File: config.mk
export PLATFORM = sky130hd
export DESIGN_NAME = arm_trigger_sequencer
export DESIGN_NICKNAME = d
export VERILOG_FILES = /design/src/rtl/arm_edge_detect.v /design/src/rtl/arm_trigger_sequencer.v
export VERILOG_INCLUDE_DIRS = /design/src /design/src/rtl
export SDC_FILE = /design/constraint.sdc
export NUM_CORES = 1
export LEC_CHECK = 0
export ABC_AREA = 0
export BUFFER_PORTS_ARGS = -buffer_cell sky130_fd_sc_hd__buf_4
export CORE_ASPECT_RATIO = 0.6
export CORE_MARGIN = 2
export CORE_UTILIZATION = 62
export CTS_BUF_LIST = sky130_fd_sc_hd__clkbuf_8
export CTS_CLUSTER_DIAMETER = 60
export DETAILED_ROUTE_END_ITERATION = 6
export PLACE_DENSITY_LB_ADDON = 0.25
export REMOVE_ABC_BUFFERS = 1
export SKIP_CTS_REPAIR_TIMING = 1
export SLEW_MARGIN = 30
export SYNTH_ARGS = -nofsm -noshare
export SYNTH_HDL_FRONTEND = slang
export SYNTH_HIERARCHICAL = 1
export SYNTH_SLANG_ARGS = --single-unit
File: constraint.sdc
create_clock -name clk_sys -period 4.3 [get_ports clk_sys]
set_clock_uncertainty 0.1 [all_clocks]
set_input_delay 0.215 -clock clk_sys [delete_from_list [all_inputs] [get_ports clk_sys]]
set_output_delay 0.215 -clock clk_sys [all_outputs]
set_load 0.01 [all_outputs]
File: src/rtl/arm_seq_regs.vh
// Purpose: register offsets, field positions, reset values and limits
// Assumes: AXI4-Lite slave with 32-bit data, byte addresses
// Notes: offsets below are byte addresses of aligned words
`ifndef ARM_SEQ_REGS_VH
`define ARM_SEQ_REGS_VH

// ------------------------------------------------------------------
// register offsets
// ------------------------------------------------------------------
`define OFS_CTRL        5'h00
`define OFS_MODE        5'h04
`define OFS_BURST       5'h08
`define OFS_POINTS      5'h0C
`define OFS_DELAY       5'h10
`define OFS_LEVELS      5'h14
`define OFS_STATUS      5'h18
`define OFS_COUNTS      5'h1C

// ------------------------------------------------------------------
// control register fields (write pulses)
// ------------------------------------------------------------------
`define CTRL_BEGIN      0
`define CTRL_ABORT      1
`define CTRL_ARM_NOW    2

// ------------------------------------------------------------------
// mode register fields
// ------------------------------------------------------------------
`define MODE_SRC_A_LO   0
`define MODE_SRC_B_LO   2
`define MODE_EDGE_A     4
`define MODE_EDGE_B     5
`define MODE_PREARM     6
`define MODE_INF        7
`define MODE_WIN_ENTER  8

// arm source selections, 2 bits each
`define SRC_HOLD        2'h0
`define SRC_EXT         2'h1
`define SRC_LEVEL       2'h2
`define SRC_WINDOW      2'h3

// ------------------------------------------------------------------
// reset values and limits
// ------------------------------------------------------------------
`define RST_BURST       16'h0001
`define RST_POINTS      20'h00001
`define RST_DELAY       20'h00000
`define MAX_PREARM_BURST 16'h0080
`define MEM_ADDR_W      19

`endif

File: src/rtl/arm_edge_detect.v
// Purpose: one arm source: synchronise, qualify by edge, level or window
// Assumes: ext pin asynchronous; sample words already on clk_sys
// Notes: emits a one-cycle event pulse
`timescale 1ns/1ps
`include "arm_seq_regs.vh"

module arm_edge_detect (
    input  wire        clk_sys,
    input  wire        arst_n,
    input  wire [1:0]  source_sel,
    input  wire        edge_falling,
    input  wire        window_enter,
    input  wire        ext_pin,
    input  wire [15:0] sample,
    input  wire [15:0] window_upper_level,
    input  wire [15:0] window_lower_level,
    output reg         arm_event
);

    reg  ext_meta;
    reg  ext_sync;
    reg  qual_prev;
    reg  qual_now;

    // two flops for the pin before anyone looks at it
    always @(posedge clk_sys or negedge arst_n) begin
        if (!arst_n) begin
            ext_meta <= 1'b0;
            ext_sync <= 1'b0;
        end else begin
            ext_meta <= ext_pin;
            ext_sync <= ext_meta;
        end
    end

    // qualified level for the chosen source; window compares signed samples
    always @* begin
        case (source_sel)
            `SRC_EXT:    qual_now = ext_sync;
            `SRC_LEVEL:  qual_now = ($signed(sample) >= $signed(window_upper_level));
            `SRC_WINDOW: qual_now = window_enter ^
                         (($signed(sample) > $signed(window_upper_level)) ||
                          ($signed(sample) < $signed(window_lower_level)));
            default:     qual_now = 1'b0; // hold gives no events
        endcase
    end

    // the selected edge of the qualified level is the event
    always @(posedge clk_sys or negedge arst_n) begin
        if (!arst_n) begin
            qual_prev <= 1'b0;
            arm_event <= 1'b0;
        end else begin
            qual_prev <= qual_now;
            arm_event <= edge_falling ? (qual_prev & ~qual_now)
                                      : (~qual_prev & qual_now);
        end
    end

endmodule // arm_edge_detect

File: src/rtl/arm_trigger_sequencer.v
// Purpose: four-state acquisition sequencer with arm/trigger counting
// Assumes: AXI4-Lite master keeps one read and one write in flight
// Notes: memory write addresses are produced here, storage is outside
//
// Added by the designer: register access over AXI4-Lite and the register addresses.
`timescale 1ns/1ps
`include "arm_seq_regs.vh"

module arm_trigger_sequencer (
    input  wire        clk_sys,
    input  wire        arst_n,
    // axi4-lite slave
    input  wire [4:0]  s_axi_awaddr,
    input  wire        s_axi_awvalid,
    output reg         s_axi_awready,
    input  wire [31:0] s_axi_wdata,
    input  wire [3:0]  s_axi_wstrb,
    input  wire        s_axi_wvalid,
    output reg         s_axi_wready,
    output reg  [1:0]  s_axi_bresp,
    output reg         s_axi_bvalid,
    input  wire        s_axi_bready,
    input  wire [4:0]  s_axi_araddr,
    input  wire        s_axi_arvalid,
    output reg         s_axi_arready,
    output reg  [31:0] s_axi_rdata,
    output reg  [1:0]  s_axi_rresp,
    output reg         s_axi_rvalid,
    input  wire        s_axi_rready,
    // events and samples
    input  wire        ext_arm_a,
    input  wire        ext_arm_b,
    input  wire        trigger_in,
    input  wire [15:0] sample_a,
    input  wire [15:0] sample_b,
    // acquisition outputs
    output reg         sampling,
    output reg         take_reading,
    output reg  [18:0] mem_addr,
    output reg         transfer_abort,
    output reg         pending_op
);

    // ------------------------------------------------------------------
    // states
    // ------------------------------------------------------------------
    localparam [3:0] ST_IDLE = 4'h1;
    localparam [3:0] ST_INIT = 4'h2;
    localparam [3:0] ST_WARM = 4'h4;
    localparam [3:0] ST_WTRG = 4'h8;

    reg  [3:0]  state;
    reg  [3:0]  next_state;

    // configuration
    reg  [1:0]  src_a;
    reg  [1:0]  src_b;
    reg         edge_a;
    reg         edge_b;
    reg         prearm;
    reg         burst_inf;
    reg         win_enter;
    reg  [15:0] burst_total;
    reg  [19:0] sweep_point_total;
    reg  [19:0] arm_delay;
    reg  [15:0] window_upper_level;
    reg  [15:0] window_lower_level;

    // run state
    reg  [15:0] bursts_done;
    reg  [19:0] readings;
    reg  [19:0] delay_cnt;
    reg         delaying;
    reg         wrapped;
    reg  [18:0] part_base;
    reg         cmd_begin;
    reg         cmd_abort;
    reg         cmd_arm_now;
    reg         trig_meta;
    reg         trig_sync;
    reg         trig_prev;

    wire        arm_ev_a;
    wire        arm_ev_b;
    wire        arm_any;
    wire        trig_ev;
    wire        wr_go;
    wire        rd_go;
    wire        burst_met;
    wire        last_reading;
    wire [15:0] burst_eff;

    // ------------------------------------------------------------------
    // arm sources
    // ------------------------------------------------------------------
    arm_edge_detect u_arm_a (
        .clk_sys            (clk_sys),
        .arst_n             (arst_n),
        .source_sel         (src_a),
        .edge_falling       (edge_a),
        .window_enter       (win_enter),
        .ext_pin            (ext_arm_a),
        .sample             (sample_a),
        .window_upper_level (window_upper_level),
        .window_lower_level (window_lower_level),
        .arm_event          (arm_ev_a)
    );

    arm_edge_detect u_arm_b (
        .clk_sys            (clk_sys),
        .arst_n             (arst_n),
        .source_sel         (src_b),
        .edge_falling       (edge_b),
        .window_enter       (win_enter),
        .ext_pin            (ext_arm_b),
        .sample             (sample_b),
        .window_upper_level (window_upper_level),
        .window_lower_level (window_lower_level),
        .arm_event          (arm_ev_b)
    );

    assign arm_any = arm_ev_a | arm_ev_b | cmd_arm_now;

    // trigger pin: two flops then rising-edge detect
    always @(posedge clk_sys or negedge arst_n) begin
        if (!arst_n) begin
            trig_meta <= 1'b0;
            trig_sync <= 1'b0;
            trig_prev <= 1'b0;
        end else begin
            trig_meta <= trigger_in;
            trig_sync <= trig_meta;
            trig_prev <= trig_sync;
        end
    end
    assign trig_ev = trig_sync & ~trig_prev;

    // ------------------------------------------------------------------
    // axi4-lite slave
    // ------------------------------------------------------------------
    // both address and data must be present; one write at a time
    assign wr_go = s_axi_awvalid & s_axi_wvalid & ~s_axi_bvalid &
                   ~s_axi_awready;
    assign rd_go = s_axi_arvalid & ~s_axi_rvalid & ~s_axi_arready;

    // pre-arm runs clamp the burst count at 128
    assign burst_eff = (prearm && burst_total > `MAX_PREARM_BURST) ?
                       `MAX_PREARM_BURST : burst_total;
    assign burst_met = ~burst_inf && (bursts_done >= burst_eff);
    assign last_reading = (readings + 20'h00001) >= sweep_point_total;

    // byte-lane write helper
    function [31:0] merge;
        input [31:0] old;
        input [31:0] din;
        input [3:0]  strb;
        integer i;
        begin
            merge = old;
            for (i = 0; i < 4; i = i + 1)
                if (strb[i]) merge[i*8 +: 8] = din[i*8 +: 8];
        end
    endfunction

    reg [31:0] wmode;
    reg [31:0] wburst;
    reg [31:0] wpts;
    reg [31:0] wdly;
    reg [31:0] wlev;

    // merged views of each writable register except the control register
    always @* begin
        wmode  = merge({23'h0, win_enter, burst_inf, prearm, edge_b, edge_a,
                        src_b, src_a}, s_axi_wdata, s_axi_wstrb);
        wburst = merge({16'h0, burst_total}, s_axi_wdata, s_axi_wstrb);
        wpts   = merge({12'h0, sweep_point_total}, s_axi_wdata, s_axi_wstrb);
        wdly   = merge({12'h0, arm_delay}, s_axi_wdata, s_axi_wstrb);
        wlev   = merge({window_upper_level, window_lower_level}, s_axi_wdata,
                       s_axi_wstrb);
    end

    // write channel; config only changes while idle, never on abort
    always @(posedge clk_sys or negedge arst_n) begin
        if (!arst_n) begin
            s_axi_awready      <= 1'b0;
            s_axi_wready       <= 1'b0;
            s_axi_bvalid       <= 1'b0;
            s_axi_bresp        <= 2'h0;
            cmd_begin          <= 1'b0;
            cmd_abort          <= 1'b0;
            cmd_arm_now        <= 1'b0;
            src_a              <= `SRC_HOLD;
            src_b              <= `SRC_HOLD;
            edge_a             <= 1'b0;
            edge_b             <= 1'b0;
            prearm             <= 1'b0;
            burst_inf          <= 1'b0;
            win_enter          <= 1'b0;
            burst_total        <= `RST_BURST;
            sweep_point_total  <= `RST_POINTS;
            arm_delay          <= `RST_DELAY;
            window_upper_level <= 16'h0000;
            window_lower_level <= 16'h0000;
        end else begin
            s_axi_awready <= wr_go;
            s_axi_wready  <= wr_go;
            cmd_begin     <= 1'b0;
            cmd_abort     <= 1'b0;
            cmd_arm_now   <= 1'b0;
            if (s_axi_bvalid && s_axi_bready)
                s_axi_bvalid <= 1'b0;
            if (wr_go) begin
                s_axi_bvalid <= 1'b1;
                s_axi_bresp  <= 2'h0;
                case (s_axi_awaddr)
                    `OFS_CTRL: begin
                        if (s_axi_wstrb[0]) begin
                            cmd_begin   <= s_axi_wdata[`CTRL_BEGIN];
                            cmd_abort   <= s_axi_wdata[`CTRL_ABORT];
                            cmd_arm_now <= s_axi_wdata[`CTRL_ARM_NOW];
                        end
                    end
                    `OFS_MODE: begin
                        if (state == ST_IDLE) begin
                            src_a     <= wmode[`MODE_SRC_A_LO +: 2];
                            src_b     <= wmode[`MODE_SRC_B_LO +: 2];
                            edge_a    <= wmode[`MODE_EDGE_A];
                            edge_b    <= wmode[`MODE_EDGE_B];
                            prearm    <= wmode[`MODE_PREARM];
                            burst_inf <= wmode[`MODE_INF];
                            win_enter <= wmode[`MODE_WIN_ENTER];
                        end else
                            s_axi_bresp <= 2'h2;
                    end
                    `OFS_BURST:
                        if (state == ST_IDLE) burst_total <= wburst[15:0];
                        else s_axi_bresp <= 2'h2;
                    `OFS_POINTS:
                        if (state == ST_IDLE) sweep_point_total <= wpts[19:0];
                        else s_axi_bresp <= 2'h2;
                    `OFS_DELAY:
                        if (state == ST_IDLE) arm_delay <= wdly[19:0];
                        else s_axi_bresp <= 2'h2;
                    `OFS_LEVELS: begin
                        if (state == ST_IDLE) begin
                            window_upper_level <= wlev[31:16];
                            window_lower_level <= wlev[15:0];
                        end else
                            s_axi_bresp <= 2'h2;
                    end
                    `OFS_STATUS, `OFS_COUNTS: s_axi_bresp <= 2'h2;
                    default: s_axi_bresp <= 2'h3;
                endcase
            end
        end
    end

    // read channel; counts register shows readings kept
    always @(posedge clk_sys or negedge arst_n) begin
        if (!arst_n) begin
            s_axi_arready <= 1'b0;
            s_axi_rvalid  <= 1'b0;
            s_axi_rdata   <= 32'h00000000;
            s_axi_rresp   <= 2'h0;
        end else begin
            s_axi_arready <= rd_go;
            if (s_axi_rvalid && s_axi_rready)
                s_axi_rvalid <= 1'b0;
            if (rd_go) begin
                s_axi_rvalid <= 1'b1;
                s_axi_rresp  <= 2'h0;
                case (s_axi_araddr)
                    `OFS_CTRL:   s_axi_rdata <= 32'h00000000;
                    `OFS_MODE:   s_axi_rdata <= wmode & 32'h000001FF;
                    `OFS_BURST:  s_axi_rdata <= {16'h0000, burst_total};
                    `OFS_POINTS: s_axi_rdata <= {12'h000, sweep_point_total};
                    `OFS_DELAY:  s_axi_rdata <= {12'h000, arm_delay};
                    `OFS_LEVELS: s_axi_rdata <= {window_upper_level,
                                                 window_lower_level};
                    `OFS_STATUS: s_axi_rdata <= {11'h000, pending_op, state,
                                                 bursts_done};
                    `OFS_COUNTS: s_axi_rdata <= {12'h000,
                        (wrapped || readings >= sweep_point_total) ?
                        sweep_point_total : readings};
                    default: begin
                        s_axi_rdata <= 32'h00000000;
                        s_axi_rresp <= 2'h3;
                    end
                endcase
            end
        end
    end

    // ------------------------------------------------------------------
    // sequencer
    // ------------------------------------------------------------------
    // next state; abort outranks any same-cycle event
    always @* begin
        next_state = state;
        case (state)
            ST_IDLE:
                if (cmd_begin) next_state = ST_INIT;
            ST_INIT:
                if (burst_met) next_state = ST_IDLE;
                else if (prearm) next_state = ST_WTRG;
                else next_state = ST_WARM;
            ST_WARM:
                if (delaying && delay_cnt == 20'h00000)
                    next_state = ST_WTRG;
            ST_WTRG:
                if (trig_ev && last_reading)
                    next_state = ST_INIT;
            default: next_state = ST_IDLE;
        endcase
        if (cmd_abort) next_state = ST_IDLE;
    end

    // state, counters, partition addressing
    always @(posedge clk_sys or negedge arst_n) begin
        if (!arst_n) begin
            state          <= ST_IDLE;
            bursts_done    <= 16'h0000;
            readings       <= 20'h00000;
            delay_cnt      <= 20'h00000;
            delaying       <= 1'b0;
            wrapped        <= 1'b0;
            part_base      <= 19'h00000;
            sampling       <= 1'b0;
            take_reading   <= 1'b0;
            mem_addr       <= 19'h00000;
            transfer_abort <= 1'b0;
            pending_op     <= 1'b0;
        end else begin
            state          <= next_state;
            take_reading   <= 1'b0;
            transfer_abort <= cmd_abort;
            sampling       <= (next_state == ST_WARM && prearm) ||
                              next_state == ST_WTRG;
            if (next_state == ST_IDLE) begin
                pending_op <= 1'b0;
                delaying   <= 1'b0;
            end
            case (state)
                ST_IDLE: if (cmd_begin && !cmd_abort) begin
                    pending_op  <= 1'b1;
                    bursts_done <= 16'h0000;
                    readings    <= 20'h00000;
                    wrapped     <= 1'b0;
                    part_base   <= 19'h00000;
                end
                ST_INIT: begin
                    // keep the last burst's count readable once the run is over
                    if (next_state != ST_IDLE) begin
                        readings <= 20'h00000;
                        wrapped  <= 1'b0;
                    end
                    mem_addr <= part_base;
                end
                ST_WARM: begin
                    // arm starts the delay; the arm-now command skips it
                    if (!delaying && arm_any && !cmd_abort) begin
                        delaying  <= 1'b1;
                        delay_cnt <= (cmd_arm_now || prearm) ? 20'h00000 : arm_delay;
                    end else if (delaying && delay_cnt != 20'h00000)
                        delay_cnt <= delay_cnt - 20'h00001;
                    else if (delaying)
                        delaying <= 1'b0;
                end
                ST_WTRG: if (trig_ev && !cmd_abort) begin
                    take_reading <= 1'b1;
                    // circular inside one partition
                    if (readings + 20'h00001 >= sweep_point_total) begin
                        mem_addr <= part_base;
                        wrapped  <= 1'b1;
                    end else
                        mem_addr <= mem_addr + 19'h00001;
                    readings <= readings + 20'h00001;
                    if (last_reading) begin
                        bursts_done <= bursts_done + 16'h0001;
                        part_base   <= part_base + sweep_point_total[18:0];
                    end
                end
                default: ;
            endcase
        end
    end

endmodule // arm_trigger_sequencer

======== After elaboration in Yosys (flattened, before gate mapping) ========
Cells that the tools add are included.
storage, ports and cells
  register bits ........................... 255
  bits of input ports ..................... 88
  output and inout bits ................... 64
  word-level logic and storage cells ...... 238
operators by class
  $add $sub $neg .......................... 5
  $lt $le $gt $ge ......................... 10
  eq/ne operators ......................... 32
  multiplexer cells ....................... 65
  bitwise gates (word level) .............. 24
  reductions and logical operators ........ 50
operators with widths
  operator                 number
  $pmux W32 S7             1
  $mux W20                 7
  $mux W19                 5
  $pmux W19 S2             2
  $mux W16                 4
  $pmux W20 S3             1
  $reduce_and A4 Y1        14
  $ge A16 B16 Y1           3
  $eq A5 B5 Y1 const B     8
  $ge A20 B20 Y1           2
  $gt A16 B16 Y1           2
  $lt A16 B16 Y1           2
  $pmux W16 S2             1
  $mux W1                  30
  $mux W4                  6
  $add A20 B1 Y20 const B  1
  $eq A5 B4 Y1 const B     4
  $logic_not A20 Y1        1
  $reduce_bool A20 Y1      1
  $sub A20 B1 Y20 const B  1
  $add A19 B1 Y19 const B  1
  $add A19 B19 Y19         1
  $add A16 B1 Y16 const B  1
  $gt A16 B8 Y1 const B    1
  31 further kinds         86

======== Logic depth before layout (Yosys ltp) ========
Gate-level depths: netlist of the first run.
  word-level depth ........................ 14
  depth in mapped cells ................... 18
  depth with buffers taken out ............ 15

======== Cells and area by module ========
Netlist of the first run, hierarchy kept.
modules (own cells, without submodules)
  module                 instances  cells each  area an instance (um^2)  seq. area each (um^2)
  arm_trigger_sequencer  1          1487        14482.6                  6159.7
  arm_edge_detect        2          126         1012.2                   100.1

======== Worst setup path before layout of the first run ========
Ideal clock, no wire load.
  path type ............................... register to register
  start point ............................. reg readings[0]
  end point ............................... reg mem_addr[15]
  library setup time ...................... 127 ps
  arrival time ............................ 3718 ps
  required time ........................... 4073 ps
  setup slack ............................. 355 ps
  cell stages (with the launch flop) ...... 18
  path buffers ............................ 3
  clock period less this slack ............ 3945 ps
  path through ............................ dfrtp_1 > ha_1 > and2_1 > and2_1 > clkbuf_1 > nand4_1 > or2_1 > clkbuf_1 > nor2_1 > xor2_1 > ha_1 > and4_1 > a221oi_1 > nand4_1 > nor2_2 > buf_4 > a21oi_1 > o2bb2a_1
on the way
  word-level cells in the longest chain between the ends .. 5
RTL lines
  item                    RTL line                     RTL
  start, declared         arm_trigger_sequencer.v:71   reg [19:0] readings;
  start signal, assigned  arm_trigger_sequencer.v:377  readings <= readings + 20'h00001;
  $add A20 B1 Y20         arm_trigger_sequencer.v:372  if (readings + 20'h00001 >= sweep_point_total) begin
  $ge A20 B20 Y1          arm_trigger_sequencer.v:372
  $mux W19                arm_trigger_sequencer.v:372
  $mux W19                arm_trigger_sequencer.v:369  ST_WTRG: if (trig_ev && !cmd_abort) begin
  $pmux W19 S2            arm_trigger_sequencer.v:343  case (state)
  end signal, assigned    arm_trigger_sequencer.v:357  mem_addr <= part_base;
  end signal, assigned    arm_trigger_sequencer.v:373  mem_addr <= part_base;
  end signal, assigned    arm_trigger_sequencer.v:376  mem_addr <= mem_addr + 19'h00001;
  end, declared           arm_trigger_sequencer.v:39   output reg [18:0] mem_addr,
No other way between the ends. The select of a mux whose other input is x is not followed.
A chain may end at the register's enable or synchronous reset.

======== Worst setup path in the final report of the first run ========
  start point ............................. reg burst_total[0]
  end point ............................... reg readings[6]
on the way
  word-level cells in the longest chain between the ends .. 11
RTL lines
  item                           RTL line                     RTL
  start, declared                arm_trigger_sequencer.v:63   reg [15:0] burst_total;
  start signal, assigned         arm_trigger_sequencer.v:199  burst_total <= `RST_BURST;
  start signal, assigned         arm_trigger_sequencer.v:236  if (state == ST_IDLE) burst_total <= wburst[15:0];
  $gt A16 B8 Y1 (no line)        n/a
  $logic_and A1 B1 Y1 (no line)  n/a
  $mux W16 *                     arm_trigger_sequencer.v:147  assign burst_eff = (prearm && burst_total > `MAX_PREARM_BURST) ?
  $ge A16 B16 Y1 *               arm_trigger_sequencer.v:149  assign burst_met = ~burst_inf && (bursts_done >= burst_eff);
  $logic_and A1 B1 Y1 *          arm_trigger_sequencer.v:149
  $mux W4 *                      arm_trigger_sequencer.v:304  if (burst_met) next_state = ST_IDLE;
  $pmux W4 S4 *                  arm_trigger_sequencer.v:300  case (state)
  $mux W4 *                      arm_trigger_sequencer.v:315  if (cmd_abort) next_state = ST_IDLE;
  $ne A4 B1 Y1 *                 arm_trigger_sequencer.v:353  if (next_state != ST_IDLE) begin
  $ne A2 B2 Y1 (no line) *       n/a
  $reduce_and A4 Y1 (no line) *  n/a
Mark *: on every way between the ends. The rest lies on a longest branch, timed or not.

==> results of run 1 <==
[power by group]
group	leakage [nW]	switching, mW	internal, mW
clock	0.456	1.06	1.17
combinational	5.10	0.593	0.402
sequential	3.48	0.138	2.47
total	9.03	1.79	4.04
[kinds of logic after synthesis]
family,after synthesis
AND/OR/NAND/NOR,541
XOR/XNOR,39
buffers and inverters,176
multiplexers,148
flip-flops,254
adder cells (fa/ha/maj),141
AO/OA/AOI/OAI,440
[through the flow]
| stage | power (mW) | cells |
|---|---|---|
| 6_report | 5.83 | 2330 |
| 5_1_grt | 6.03 | 2330 |
| 4_1_cts | 5.75 | 2284 |
| 3_5_place_dp | 3.55 | 2215 |
| 3_3_place_gp | 3.51 | 2215 |
| 2_1_floorplan | 3.07 | 1669 |
[final cells by class]
type / instances / share of cell area (%)
multi-input combinational: 1309 / 48.8
clock inverter: 16 / 0.572
clock buffer: 53 / 3.74
inverter: 106 / 2.04
sequential: 254 / 32.7
timing repair buffer: 232 / 9.88
tap: 360 / 2.31
[cell usage in the layout (no fill, tap or decap), types with 6 or more instances in the layout]
cell	netlist	layout
nand4_1	52	52
nor2_1	82	80
a31oi_1	16	16
a221oi_1	15	15
dlygate4sd3_1	0	45
dfrtp_1	251	249
xnor2_1	22	22
inv_1	105	108
nor2_2	10	11
nor2b_1	11	11
or2_2	6	6
and3_1	20	19
nand2b_1	15	15
a22oi_1	19	19
a211oi_1	6	6
mux2_2	94	94
buf_4	5	181
or3_1	8	8
a22o_1	12	12
nor3_1	31	27
ha_1	140	140
nand3_1	46	46
o21ai_0	86	86
clkinv_2	0	9
nor3_2	3	7
mux2i_1	50	50
a21oi_1	119	118
and2_1	15	14
o22a_1	6	6
nand2_1	184	183
clkbuf_8	0	53
o21a_1	6	6
a21o_1	25	25
xor2_1	17	17
o2bb2ai_1	9	9
o22ai_1	24	24
o211ai_1	33	33
nor4_1	11	10
o31ai_1	15	15
[per-layer routing]
metal  up-vias  track usage (%)  part of all wire [%]
met5         -                0                     0
met4         0             10.1                   2.7
met3       125             12.2                    14
li1       6823                -                     -
met2       977             51.1                    39
met1      7387             58.6                    44
[registers in the layout, summed over array words and instances, names as in the netlist, 2 cells and up]
name and flops:
arm_delay 20, s_axi_rdata 32, src_a 2, bursts_done 16
state 4, sweep_point_total 20, delay_cnt 20, s_axi_bresp 2
src_b 2, window_lower_level 16, readings 20, burst_total 16
mem_addr 19, part_base 19, window_upper_level 16
[worst reg2reg max path, delay by kind of cell (launching register included)]
kind,cells,cell delay (ns)
AOI/OAI and AO/OA,8,1.79
and+or+nand+nor,4,1.00
DFF,1,0.39
buffers and inverters,2,0.38
adders and majority gates,1,0.30
[path summary, 6_finish.rpt]
path,start,end,slack (ns),cells past startpoint
min reg2reg,trig_meta,trig_sync,0.26,0
min in group asynchronous,arst_n,mem_addr[8],0.16,2
max reg2reg,burst_total[0],readings[6],0.18,15
max in group asynchronous,arst_n,delay_cnt[12],2.98,3
max,burst_total[0],readings[6],0.18,15
min,s_axi_awvalid,s_axi_wready,0.004,4
==> results.toml, run 1 <==
[outcome]
status = "complete, no violations"

[place]
postPlaceCellArea_sq_um = 18100
place.gp.congestion = 0.999
post-place-ws_ns = 0.0785
hpwl_um = 39500
port_buffers = 151

[die]
core_sq_um = 26300
die_w_um = 215
io_pins = 152
initial_utilization_pct = 62.8
rows = 46
die_y_um = 130
dieArea_sq_um = 28000

[timing]
maxSlewHeadroom_pct = 33.2
hold_viol = 0
rsz0062_at_grt = "false"
finalMaxSlewViolations = 0
holdWs_ns = 0.00368
finalCritPeriodShare_pct = 95.9
max_freq_mhz = 243
tns_ns = 0
setup_slack_ns = 0.177
setup-violations-final = 0
tightestPinTransition_ns = 0.998
period_minus_slack_ns = 4.12

[synthesis]
synth_xor_area_share_pct = 2.07
yosysSeqAreaShare_pct = 38.5
synthFlopType = "dfrtp_1"
muxShareOfSynthArea_pct = 9.76
yosys.area_share.simple_pct = 17.2
async_flop_share_pct = 100
yosys_warnings = 6
synth_fa_ha_area_share_pct = 10.7
yosysTopAreaCellShare_pct = 38.1
synth_top_cells_by_count = "251 x dfrtp_1, 184 x nand2_1, 140 x ha_1"
synth.distinct_cells = 87
synth_seq_cells = 254
ys_top_cells_by_area = "dfrtp_1 38%, ha_1 11%, mux2_2 6.4%"
synth-compound-area-share_pct = 17.4
synth.most_common_cell = "dfrtp_1"
synth_top_family_by_area = "compound AO/OA/AOI/OAI gates"
synth-edff-count = 0
synth_area_leader_cell = "dfrtp_1"
synth.avg_cell_area_sq_um = 9.49
syn_area_sq_um = 16500
syn_inst = 1739

[worst_setup_path]
slowest_stage = "or4_1"
required_ns = 4.66
worstPathBufferInverterCount = 2
path_class = "flop to flop"
max_stage_delay_ns = 0.53
start_kind = "flop"
path_common_cell = "a21o_1"
path_cells = "or4_1 > o41ai_2 > nand3_1 > nand2_2 > nand2_1 > ha_1 > a21o_1 > a21o_1 > a21o_1 > a211o_1 > a31oi_1 > buf_4 > o211a_2 > buf_4 > o21ai_0"
arrival_ns = 4.48
worstPathMaxFanout = 9
end_kind = "flop"
path_delay_family = "compound AO/OA/AOI/OAI gates"

[clock_network]
cts_tree = "done"
h-tree-depth = 2
clkSinkCount = 254
cts_root_buffer = "clkbuf_8"
cts_max_path_buffers = 3
cts_buffers = 38
clkTransAtPathRegs_ns = 0.08
insertion_delay_ns = 0.60

[final_layout]
multi_input_area_sq_um = 9510
finalInstanceArea_sq_um = 19500
syn_to_final_growth_pct = 18.0
diodes = 0
drive_gt1_share_pct = 21.2
nets = 2170
nFillCells = 1873
regArea_sq_um = 6360
utilization_pct = 74.1

[hold_path]
hold_path.class = "primary input to flop"

[global_routing]
grt_pass1_wl_um = 82100
grt_pass1_vias = 13875
grt.overflow.total = 0
grt_max_degree = 94
grt_use_total_pct = 38.1
antenna_found_initial = 1

[flow_run]
drv_cap = 0

[detailed_routing]
drc_errors = 0
ant_nets = 0
firstDrtPassIters = 5
viasPerCell = 6.57
wl_per_cell_um = 23.6
drtIter0Drc = 2121
routed_wl_um = 54900
vias = 15312

[power]
power_density_nw_per_um2 = 299
cellLeakagePower_nw = 9.03
ir_drop_mv = 0.232
No activity file was read; power rests on OpenSTA's default activity.
==> run 2, diff against run 1 <==
--- a/config.mk
+++ b/config.mk
@@ -14,9 +14,10 @@
 export CTS_BUF_LIST = sky130_fd_sc_hd__clkbuf_8
 export CTS_CLUSTER_DIAMETER = 60
 export DETAILED_ROUTE_END_ITERATION = 6
-export PLACE_DENSITY_LB_ADDON = 0.25
+export PLACE_DENSITY = 0.83
 export REMOVE_ABC_BUFFERS = 1
 export SKIP_CTS_REPAIR_TIMING = 1
+export SKIP_LAST_GASP = 1
 export SLEW_MARGIN = 30
 export SYNTH_ARGS = -nofsm -noshare
 export SYNTH_HDL_FRONTEND = slang
==> run 2 against run 1 <==
Net effect:
- non-clock buffer count grew 2
- routed wire length is 0.35% lower
- count of clock-buffer cells in the layout is 6 lower
- critical path depth rose by 1
==> results.toml, run 2 (synthesis gave the netlist of run 1 again) <==
[power]
p_seq_share_pct = 45.9
p_comb_share_pct = 17.6
ir_drop_mv = 0.241
p_clk_share_pct = 36.5
switchingPower_mw = 1.75
swShare_pct = 30.8
cellLeakagePower_nw = 9.05
p_int_mw = 3.92
power_density_nw_per_um2 = 292
power_mw = 5.67

[hold_path]
hold_path.class = "primary input to flop"

[final_layout]
nets = 2173
mostFrequentLayoutCell = "dfrtp_1"
final_cell_mix = "249 x dfrtp_1, 184 x nand2_1, 183 x buf_4"
regMostFlops = "s_axi_rdata"
final_cells = 2332
drive_gt1_share_pct = 20.5
largest_reg_flops = 32
diodes = 0
syn_to_final_growth_pct = 17.7
nFillCells = 1891

[detailed_routing]
routed_wl_um = 54800
drtIter0Drc = 1944
firstDrtPassIters = 6
viasPerCell = 6.55
drc_errors = 0
vias = 15280
wl_per_cell_um = 23.5
ant_nets = 0

[clock_network]
cts_tree = "done"
cts_root_buffer = "clkbuf_8"
insertion_delay_ns = 0.57
h-tree-depth = 2
clkTransAtPathRegs_ns = 0.07
cts_buffers = 39
clkSinkCount = 254
cts_max_path_buffers = 3

[global_routing]
grt_max_degree = 125
grt.overflow.total = 0
grt_pass1_vias = 13943
grt_use_total_pct = 38.0
antenna_found_initial = 0
grt_pass1_wl_um = 81400

[worst_setup_path]
start_kind = "flop"
max_stage_delay_ns = 0.41
path_cells = "ha_1 > and2_1 > and2_2 > nand4_1 > or2_4 > nor2_1 > xor2_1 > ha_1 > and4_1 > a221oi_2 > nand4_1 > buf_12 > nor2_2 > buf_12 > a21oi_1 > o2bb2a_1"
path_class = "flop to flop"
required_ns = 4.63
end_kind = "flop"
slowest_stage = "dfrtp_2"
arrival_ns = 4.49
worstPathMaxFanout = 27

[die]
die_y_um = 130
core_sq_um = 26300
rows = 46
die_w_um = 215
dieArea_sq_um = 28000
io_pins = 152
initial_utilization_pct = 62.8

[timing]
rsz0062_at_grt = "false"
hold_viol = 0
finalCritPeriodShare_pct = 96.5
max_freq_mhz = 241
setup-violations-final = 0
tightestPinTransition_ns = 1.06
period_minus_slack_ns = 4.15
maxSlewHeadroom_pct = 28.7
finalMaxSlewViolations = 0

[place]
hpwl_um = 40100
place.gp.congestion = 1.00
port_buffers = 151
placedCellCount = 2217

[outcome]
status = "complete, no violations"

[flow_run]
drv_cap = 0
## run 2: area by class of cell
class,instances,area (sq um),area share (%)
Clock buffer,47,647,3.33
Multi-Input combinational cell,1309,9500,48.9
Inverter,106,398,2.05
Sequential cell,254,6360,32.7
Tap cell,360,450,2.32
Timing Repair Buffer,234,1960,10.1
Clock inverter,22,118,0.605
## run 2: layer usage
metal,vias up,GRT usage [%],wire length (um)
li1,6823,-,-
met3,102,12.9,7710
met4,0,9.07,1070
met1,7389,58.5,24500
met5,-,0,0
met2,966,50.9,21500
## run 2: final timing paths
| kind | from | to | slack [ns] | cells after the start |
|---|---|---|---|---|
| setup / recovery | readings[1] | mem_addr[15] | 0.15 | 16 |
| hold / removal | s_axi_wvalid | s_axi_wready | 0.01 | 4 |
| setup reg to reg | readings[1] | mem_addr[15] | 0.15 | 16 |
| hold reg to reg | u_arm_a/ext_meta | u_arm_a/ext_sync | 0.25 | 0 |
| max in group asynchronous | arst_n | arm_delay[10] | 2.89 | 4 |
| min in group asynchronous | arst_n | window_upper_level[3] | 0.06 | 2 |
## run 2: power groups by stage
stage	Combinational, mW	Clock [mW]	Sequential [mW]
6_report	0.995	2.07	2.60
5_1_grt	1.07	2.19	2.61
4_1_cts	0.921	2.07	2.59
3_5_place_dp	0.915	0	2.64
3_3_place_gp	0.881	0	2.63
2_1_floorplan	0.491	0	2.58
## run 2: per-stage QoR
stage | hold slack (ns) | setup TNS (ns) | utilization, % | setup slack (ns) | instance area, sq um
5_1_grt | 0.0195 | 0 | 73.9 | 0.00805 | 19400
6_report | 0.0125 | 0 | 73.9 | 0.148 | 19400
4_1_cts | -0.378 | -0.178 | 71.9 | -0.0524 | 18900
3_5_place_dp | 0.225 | -0.0116 | 69.0 | -0.00928 | 18200
2_1_floorplan | -0.181 | -11.87 | - | -0.661 | 16200
3_3_place_gp | 0.225 | 0 | 69.0 | 0.102 | 18200
## run 2: worst max-delay path, delay by kind of cell, from the launching register on
| kind | cells | cell delay (ns) |
|---|---|---|
| simple gates | 8 | 1.64 |
| compound gates | 3 | 0.64 |
| xor+xnor | 1 | 0.27 |
| buf+inv | 2 | 0.44 |
| fa+ha+maj | 2 | 0.49 |
| flops | 1 | 0.41 |
